==> src/ilpu_consts.vh <==
// constants for the four-level interrupt priority unit
`ifndef ILPU_CONSTS_VH
`define ILPU_CONSTS_VH
// register indices as printed or chosen; byte address = 4 * index
`define IDX_PRIO_LOW      8'hA9
`define IDX_PRIO_HIGH     8'hB9
`define IDX_ENABLE        8'hA8
`define IDX_STATUS        8'hAA
`define ADDR_W            10
`define PRIO_BITS         6
`define PRIO_RESET        6'h00
`define ENABLE_RESET      18'h00000
`define EN_GLOBAL_BIT     12
`define EN_EDGE0_BIT      16
`define EN_EDGE1_BIT      17
`define RESP_OKAY         2'h0
`define RESP_SLVERR       2'h2
// source indices, arbitration order
`define SRC_EXT0          4'h0
`define SRC_ADC           4'h1
`define SRC_EXT1          4'h4
// vectors
`define VEC_EXT0          16'h0003
`define VEC_T0            16'h000B
`define VEC_EXT1          16'h0013
`define VEC_T1            16'h001B
`define VEC_SERIAL        16'h0023
`define VEC_T2            16'h002B
`define VEC_ADC           16'h0043
`define VEC_EXT2          16'h004B
`define VEC_EXT3          16'h0053
`define VEC_EXT4          16'h005B
`define VEC_EXT5          16'h0063
`define VEC_EXT6          16'h006B
`endif
==> src/four_level_interrupt_priority_unit.v <==
// four-level interrupt priority and vectoring unit with AXI4-Lite registers
// Functional notes
// - only low six bits of both priority registers set group levels
// - group level = {high bit, low bit}; 00 lowest, 11 highest
// - groups: ext0/adc, t0/ext2, ext1/ext3, t1/ext4, serial/ext5, t2/ext6
// - running routine preempted only by strictly higher level
// - level-3 routine blocks all requests until it returns
// - highest pending level wins a poll
// - equal level: lower group first, first source before partner
// - flags captured at sample point, next sample point polls captured values
// - no call while equal or higher level already in progress
// - call only when poll coincides with final instruction cycle
// - return-from-interrupt or enable/priority write delays vectoring only when the core flags it on status_change_insn
// - blocked requests are not remembered; polls see current flags
// - higher request before next sample point may take over pending call
// - ext0/ext1 flags cleared on vectoring only when edge-triggered
// - acknowledge is a two-cycle hardware call by the core
// - vectors 0003,000B,0013,001B,0023,002B for ext0, t0, ext1, t1, serial, t2
// - vectors 0043,004B,0053,005B,0063,006B for adc and ext2..6
// - return-from-interrupt clears current level's in-progress marker
// - plain subroutine return leaves in-progress markers alone
// - timer 2 request is overflow OR reload, never cleared here
// - serial request is receive OR transmit, never cleared here
// - ext2..ext6 flags cleared by hardware on vectoring
// - converter-done flag not cleared on vectoring
`include "ilpu_consts.vh"
`timescale 1ns/1ps
`default_nettype none

module four_level_interrupt_priority_unit (
	input  wire                 aclk,
	input  wire                 aresetn,
	input  wire                 clk_en,
	input  wire [`ADDR_W-1:0]   s_axi_awaddr,
	input  wire                 s_axi_awvalid,
	output wire                 s_axi_awready,
	input  wire [31:0]          s_axi_wdata,
	input  wire [3:0]           s_axi_wstrb,
	input  wire                 s_axi_wvalid,
	output wire                 s_axi_wready,
	output reg  [1:0]           s_axi_bresp,
	output reg                  s_axi_bvalid,
	input  wire                 s_axi_bready,
	input  wire [`ADDR_W-1:0]   s_axi_araddr,
	input  wire                 s_axi_arvalid,
	output wire                 s_axi_arready,
	output reg  [31:0]          s_axi_rdata,
	output reg  [1:0]           s_axi_rresp,
	output reg                  s_axi_rvalid,
	input  wire                 s_axi_rready,
	input  wire                 flag_sample_point,
	input  wire                 final_cycle,
	input  wire                 status_change_insn,
	input  wire                 return_from_interrupt,
	input  wire                 ext0_request_flag,
	input  wire                 converter_done_flag,
	input  wire                 timer0_overflow_flag,
	input  wire                 ext2_request_flag,
	input  wire                 ext1_request_flag,
	input  wire                 ext3_request_flag,
	input  wire                 timer1_overflow_flag,
	input  wire                 ext4_request_flag,
	input  wire                 receive_done_flag,
	input  wire                 transmit_done_flag,
	input  wire                 ext5_request_flag,
	input  wire                 timer2_overflow_flag,
	input  wire                 timer2_reload_flag,
	input  wire                 ext6_request_flag,
	input  wire                 call_ack,
	output reg                  call_req,
	output reg  [15:0]          call_vector,
	output reg  [11:0]          flag_clear
);

	localparam [`ADDR_W-1:0] A_PLOW = {`IDX_PRIO_LOW, 2'b00};
	localparam [`ADDR_W-1:0] A_PHIGH = {`IDX_PRIO_HIGH, 2'b00};
	localparam [`ADDR_W-1:0] A_EN = {`IDX_ENABLE, 2'b00};
	localparam [`ADDR_W-1:0] A_STAT = {`IDX_STATUS, 2'b00};

	reg  [`PRIO_BITS-1:0] prio_low_q;
	reg  [`PRIO_BITS-1:0] prio_high_q;
	reg  [17:0]           enable_q;
	reg  [11:0]           captured_q;
	reg  [3:0]            in_prog_q;
	reg  [3:0]            sel_src_q;
	reg  [1:0]            sel_lvl_q;
	reg                   stall_q;

	// raw requests in arbitration order, two per group
	wire [11:0] raw_req;
	assign raw_req = {ext6_request_flag,
		timer2_overflow_flag | timer2_reload_flag,
		ext5_request_flag,
		receive_done_flag | transmit_done_flag,
		ext4_request_flag, timer1_overflow_flag,
		ext3_request_flag, ext1_request_flag,
		ext2_request_flag, timer0_overflow_flag,
		converter_done_flag, ext0_request_flag};

	wire [11:0] gated_req;
	assign gated_req = raw_req & enable_q[11:0]
		& {12{enable_q[`EN_GLOBAL_BIT]}};

	// level per source from its group's two priority bits
	wire [1:0] src_lvl [0:11];
	genvar gi;
	generate
		for (gi = 0; gi < 12; gi = gi + 1) begin : g_lvl
			assign src_lvl[gi] = {prio_high_q[gi/2], prio_low_q[gi/2]};
		end
	endgenerate

	// winner: highest level, then lowest index
	reg       win_valid;
	reg [3:0] win_src;
	reg [1:0] win_lvl;
	integer   i;
	always @* begin
		win_valid = 1'b0;
		win_src = 4'h0;
		win_lvl = 2'h0;
		for (i = 11; i >= 0; i = i - 1) begin
			if (captured_q[i] && (!win_valid || src_lvl[i] >= win_lvl)) begin
				win_valid = 1'b1;
				win_src = i[3:0];
				win_lvl = src_lvl[i];
			end
		end
	end

	// highest level now in progress
	reg       busy;
	reg [1:0] top_lvl;
	always @* begin
		busy = |in_prog_q;
		top_lvl = in_prog_q[3] ? 2'h3 : in_prog_q[2] ? 2'h2 :
			in_prog_q[1] ? 2'h1 : 2'h0;
	end

	wire level_ok;
	assign level_ok = !busy || (win_lvl > top_lvl);

	// a status-changing instruction stalls through the next instruction
	wire insn_ok;
	assign insn_ok = final_cycle && !status_change_insn && !stall_q;

	wire grant;
	assign grant = flag_sample_point && win_valid && level_ok && insn_ok;

	// pending call may be overtaken by a strictly higher level
	wire overtake;
	assign overtake = call_req && flag_sample_point && win_valid
		&& (win_lvl > sel_lvl_q) && level_ok;

	function [15:0] vec_of;
		input [3:0] s;
		begin
			case (s)
				4'h0: vec_of = `VEC_EXT0;
				4'h1: vec_of = `VEC_ADC;
				4'h2: vec_of = `VEC_T0;
				4'h3: vec_of = `VEC_EXT2;
				4'h4: vec_of = `VEC_EXT1;
				4'h5: vec_of = `VEC_EXT3;
				4'h6: vec_of = `VEC_T1;
				4'h7: vec_of = `VEC_EXT4;
				4'h8: vec_of = `VEC_SERIAL;
				4'h9: vec_of = `VEC_EXT5;
				4'hA: vec_of = `VEC_T2;
				4'hB: vec_of = `VEC_EXT6;
				default: vec_of = `VEC_EXT0;
			endcase
		end
	endfunction

	// which flag the hardware clears when a source is vectored
	reg [11:0] clr_mask;
	always @* begin
		clr_mask = 12'h000;
		clr_mask[sel_src_q] = 1'b1;
		clr_mask = clr_mask & {1'b1, 1'b0, 1'b1, 1'b0, 1'b1, 1'b0,
			1'b1, enable_q[`EN_EDGE1_BIT], 1'b1, 1'b0,
			1'b0, enable_q[`EN_EDGE0_BIT]};
	end

	// sampling, arbitration and call sequencing
	always @(posedge aclk) begin
		if (!aresetn) begin
			captured_q <= 12'h000;
			in_prog_q <= 4'h0;
			sel_src_q <= 4'h0;
			sel_lvl_q <= 2'h0;
			stall_q <= 1'b0;
			call_req <= 1'b0;
			call_vector <= 16'h0000;
			flag_clear <= 12'h000;
		end else if (clk_en) begin
			flag_clear <= 12'h000;
			if (flag_sample_point) begin
				captured_q <= gated_req;
				if (final_cycle)
					stall_q <= status_change_insn;
			end
			if (call_req && call_ack) begin
				call_req <= 1'b0;
				in_prog_q[sel_lvl_q] <= 1'b1;
				flag_clear <= clr_mask;
			end else if ((!call_req && grant) || overtake) begin
				call_req <= 1'b1;
				sel_src_q <= win_src;
				sel_lvl_q <= win_lvl;
				call_vector <= vec_of(win_src);
			end
			if (return_from_interrupt && busy && !(call_req && call_ack))
				in_prog_q[top_lvl] <= 1'b0;
		end
	end

	// register bus: write channel
	wire wr_go;
	assign wr_go = clk_en && s_axi_awvalid && s_axi_wvalid && !s_axi_bvalid;
	assign s_axi_awready = wr_go;
	assign s_axi_wready = wr_go;

	always @(posedge aclk) begin
		if (!aresetn) begin
			prio_low_q <= `PRIO_RESET;
			prio_high_q <= `PRIO_RESET;
			enable_q <= `ENABLE_RESET;
			s_axi_bvalid <= 1'b0;
			s_axi_bresp <= `RESP_OKAY;
		end else if (clk_en) begin
			if (s_axi_bvalid && s_axi_bready)
				s_axi_bvalid <= 1'b0;
			if (wr_go) begin
				s_axi_bvalid <= 1'b1;
				s_axi_bresp <= `RESP_OKAY;
				case (s_axi_awaddr)
					A_PLOW:
						if (s_axi_wstrb[0])
							prio_low_q <= s_axi_wdata[5:0];
					A_PHIGH:
						if (s_axi_wstrb[0])
							prio_high_q <= s_axi_wdata[5:0];
					A_EN: begin
						if (s_axi_wstrb[0])
							enable_q[7:0] <= s_axi_wdata[7:0];
						if (s_axi_wstrb[1])
							enable_q[12:8] <= s_axi_wdata[12:8];
						if (s_axi_wstrb[2])
							enable_q[17:16] <= s_axi_wdata[17:16];
					end
					A_STAT: ;
					default: s_axi_bresp <= `RESP_SLVERR;
				endcase
			end
		end
	end

	// register bus: read channel
	assign s_axi_arready = clk_en && !s_axi_rvalid;

	always @(posedge aclk) begin
		if (!aresetn) begin
			s_axi_rvalid <= 1'b0;
			s_axi_rdata <= 32'h00000000;
			s_axi_rresp <= `RESP_OKAY;
		end else if (clk_en) begin
			if (s_axi_rvalid && s_axi_rready)
				s_axi_rvalid <= 1'b0;
			if (s_axi_arvalid && !s_axi_rvalid) begin
				s_axi_rvalid <= 1'b1;
				s_axi_rresp <= `RESP_OKAY;
				s_axi_rdata <= 32'h00000000;
				case (s_axi_araddr)
					A_PLOW: s_axi_rdata[5:0] <= prio_low_q;
					A_PHIGH: s_axi_rdata[5:0] <= prio_high_q;
					A_EN: begin
						s_axi_rdata[12:0] <= enable_q[12:0];
						s_axi_rdata[17:16] <= enable_q[17:16];
					end
					// in-progress levels, pending call, selected source
					A_STAT: s_axi_rdata <= {8'h00, captured_q, sel_lvl_q,
						sel_src_q, call_req, stall_q, in_prog_q};
					default: s_axi_rresp <= `RESP_SLVERR;
				endcase
			end
		end
	end

endmodule // four_level_interrupt_priority_unit

`default_nettype wire

==> config.mk <==
export PLATFORM = sky130hd
export DESIGN_NAME = four_level_interrupt_priority_unit
export DESIGN_NICKNAME = d
export VERILOG_FILES = /design/src/four_level_interrupt_priority_unit.v
export VERILOG_INCLUDE_DIRS = /design/src /design/src/src
export SDC_FILE = /design/constraint.sdc
export NUM_CORES = 1
export LEC_CHECK = 0
export BUFFER_PORTS_ARGS = -buffer_cell sky130_fd_sc_hd__buf_2
export CORE_ASPECT_RATIO = 0.6
export CORE_MARGIN = 2
export CORE_UTILIZATION = 52
export DETAILED_ROUTE_END_ITERATION = 8
export MAX_ROUTING_LAYER = met4
export PLACE_DENSITY = 0.86
export REMOVE_ABC_BUFFERS = 1
export SLEW_MARGIN = 10
export SYNTH_ARGS = -nofsm -noshare
export SYNTH_HDL_FRONTEND = slang
export SYNTH_SLANG_ARGS = --single-unit
export TNS_END_PERCENT = 30
==> constraint.sdc <==
create_clock -name aclk -period 19.15 [get_ports aclk]
set_input_delay 0 -clock aclk [delete_from_list [all_inputs] [get_ports aclk]]
set_output_delay 0 -clock aclk [all_outputs]
set_load 0.03 [all_outputs]
==> results_dict.tcl <==
set metrics [dict create \
    finalNetCount 814 \
    start_util_pct 53.53 \
    end_kind "register" \
    synthArstFlopShare_pct 0 \
    worstSetupPathType "register to register" \
    yosys-top-cells-area "dfxtp_1 37%, mux2i_1 10%, nor2_1 6.3%, a21oi_1 5.2%, buf_4 4.1%" \
    clk_pin_slew_ns 0.07 \
    drv_slew 0 \
    dieArea_mm2 0.01028 \
    die_x_um 129.6 \
    timing.rr.end "sel_src_q[3]$_SDFFE_PN0P_" \
    critical_path_arrival_ns 16.97 \
    synth-edff-count 0 \
    synth_top_area_share_pct 37.04 \
    status "finished clean" \
    n_fill_cell 740 \
    fin_crit_ns 16.68 \
    io_pins 153 \
    routedWlPerCell_um 17.98 \
    synth_area_mm2 0.004918 \
    final_common_cell "buf_2" \
    dp_hpwl_um 10880 \
    grtUsageTotal_pct 30.54 \
    report.final.hold_viol_count 0 \
    ys_types 69 \
    layout-drive-gt1-share_pct 20.39 \
    max-cap-violations 0 \
    drt_iter0_markers 531 \
    post-route-period-util_pct 87.10 \
    critPathBufInv 1 \
    firstDrtPassIters 5 \
    worst_pin_slew_ns 1.160 \
    crit_end "sel_src_q[3]$_SDFFE_PN0P_" \
    overflow 0 \
    path_max_fanout 11 \
    slew_headroom_pct 22.46 \
    cp_top_family "compound AO/OA/AOI/OAI gates" \
    syn_avg_cell_area_um2 8.336 \
    r2r_start "captured_q[11]$_SDFFE_PN0P_" \
    cts_buffer_depth 2 \
    clock-root-buffer "clkbuf_16" \
    core_area_mm2 0.009189 \
    rsz0062_at_grt "false" \
    clk_latency_ns 0.35 \
    port_buffers 109 \
    worst-r2r-cell-count 68 \
    gp_congestion 0.9137 \
    leakage_nw 2.790 \
    crit_top_cell "ha_1" \
    tritoncts "yes" \
    total_power_w 0.0004145 \
    yosysSeqAreaShare_pct 37.04 \
    critPathRequiredTime_ns 19.44 \
    grt_first_pass_wirelength_um 23250 \
    syn_inst 590 \
    crit_path_start "captured_q[11]$_SDFFE_PN0P_" \
    antenna_left 0 \
    cp-start-kind "register" \
    diodes 0 \
    ir_drop_v 0.00006748 \
    fin_skew_ns 0.01105 \
    min_path_type "input pin to register" \
    synth_seq_cells 91 \
    critPathMaxStageDelay_ns 0.45 \
    final_util_pct 66.05 \
    fin_hold_ws_ns 0.01914 \
    ctsHtreeMaxLevel 3 \
    grt_start_max_net_pins 56 \
    wirelength_um 15300 \
    area_growth_pct 23.40 \
    grt_pass1_vias 4622 \
    drcViolationCount 0 \
    vias 4987 \
    cts-buffers-inserted 9 \
    ys.flop_type "dfxtp_1" \
    regToRegSetupSlack_ns 2.47 \
    final_cell_mix "109 x buf_2, 91 x dfxtp_1, 82 x nor2_1, 51 x a21oi_1, 50 x mux2i_1" \
    fmax_mhz 59.95 \
    yosys_warnings 0 \
    cts.sinks 91 \
    setup_viol 0 \
    yosys.area.top_type "dfxtp_1" \
    setup_tns_ns 0 \
    cpMaxStageDelayCell "nor3b_1" \
    antenna_found_initial 0 \
    die_h_um 79.34 \
    num_rows 27 \
    powerDensity_mw_per_mm2 68.29 \
    vias_per_cell 5.860 \
    critical_path_cell_count 68 \
]
[per-stage QoR]
stage,instances,setup WS (ns),area (um^2)
5_1_grt,851,1.362,6070
4_1_cts,851,2.787,6070
6_report,851,2.470,6070
3_5_place_dp,802,2.926,5429
2_1_floorplan,561,4.696,4706
3_3_place_gp,802,3.425,5429
[cells in the mapped netlist, drive strengths merged, types with 2 or more instances]
library cell,number
and2,8
inv,22
a22oi,9
dfxtp,91
or4,2
o221ai,8
a211oi,3
nor3,15
or3,6
o21a,9
o2111ai,2
nand3,9
nand2b,6
o311ai,2
nor3b,2
mux2i,50
clkbuf,22
o31ai,2
a31oi,2
mux2,6
ha,15
a32oi,3
or2,3
nand4,14
o21ai,27
nand2,45
nand4b,3
buf,31
nor4,5
a21oi,51
nor2b,8
nor2,83
or3b,2
a21o,5
a21boi,2
[how the worst min path moves through the flow]
stage / start / to / depth (start not counted)
floorplan: aresetn / in_prog_q[3]$_SDFFE_PN0P_ / 2
global placement: s_axi_wdata[8] / enable_q[8]$_SDFFE_PN0P_ / 3
detailed placement: s_axi_wdata[7] / enable_q[7]$_SDFFE_PN0P_ / 3
CTS: timer2_reload_flag / captured_q[10]$_SDFFE_PN0P_ / 3
global route: timer2_reload_flag / captured_q[10]$_SDFFE_PN0P_ / 3
finish: timer2_reload_flag / captured_q[10]$_SDFFE_PN0P_ / 3
[power breakdown]
group | internal (W) | total [W] | leakage (nW) | switching, W
clock | 0.000106 | 0.000186 | 0.151 | 0.0000796
combinational | 0.0000130 | 0.0000376 | 1.90 | 0.0000246
sequential | 0.000190 | 0.000191 | 0.734 | 0.000000716
total | 0.000310 | 0.000415 | 2.79 | 0.000105
[sequential cells by signal (all words and copies together) (netlist names)]
name          flops
flag_clear        7
captured_q       12
s_axi_bvalid      1
enable_q         15
s_axi_rresp       1
sel_src_q         4
s_axi_rdata      24
s_axi_rvalid      1
sel_lvl_q         2
prio_low_q        6
call_req          1
call_vector       5
prio_high_q       6
in_prog_q         4
s_axi_bresp       1
stall_q           1
[logic make-up (layout without fill, tap and decap cells)]
kind of cell               Yosys count  after routing  synth area share, %
AOI/OAI and AO/OA                  135            135                17.88
adders and majority gates           16             16                4.019
buffers and inverters               75            182                7.835
DFF                                 91             91                37.04
muxes                               56             56                11.63
other                                1             25              0.07624
and+or+nand+nor                    216            216                21.52
[routing by layer]
metal | part of all wire [%] | vias to the layer above | GRT usage [%] | routed length [um]
met2 | 45 | 316 | 47.89 | 6916
li1 | - | 2314 | - | -
met3 | 11 | 44 | 7.210 | 1673
met4 | 2.0 | 0 | 9.677 | 299
met1 | 42 | 2313 | 39.34 | 6410
met5 | 0 | - | - | 0
[worst reg2reg max path, delay by kind of cell, from the launching register on]
family / cells / cell delay (ns)
compound gates: 26 / 5.37
simple gates: 23 / 5.01
buf+inv: 1 / 0.20
mux: 6 / 2.24
flops: 1 / 0.41
fa+ha+maj: 12 / 3.43
[area by class of cell]
class	instances	area [um^2]	area share, %
Clock buffer	10	239.0	3.937
Clock inverter	6	71.32	1.175
Inverter	22	82.58	1.361
Multi-Input combinational cell	448	2801	46.16
Sequential cell	91	1822	30.01
Tap cell	130	162.7	2.680
Timing Repair Buffer	144	890.9	14.68
[what timing repair did]
item	CTS	global route
setup buffers	0	0
hold buffers	33	0
setup endpoints to repair	0	0
endpoints found under the hold margin	44	0
gates resized for setup	0	0
Power figures use the tool's default switching activity.
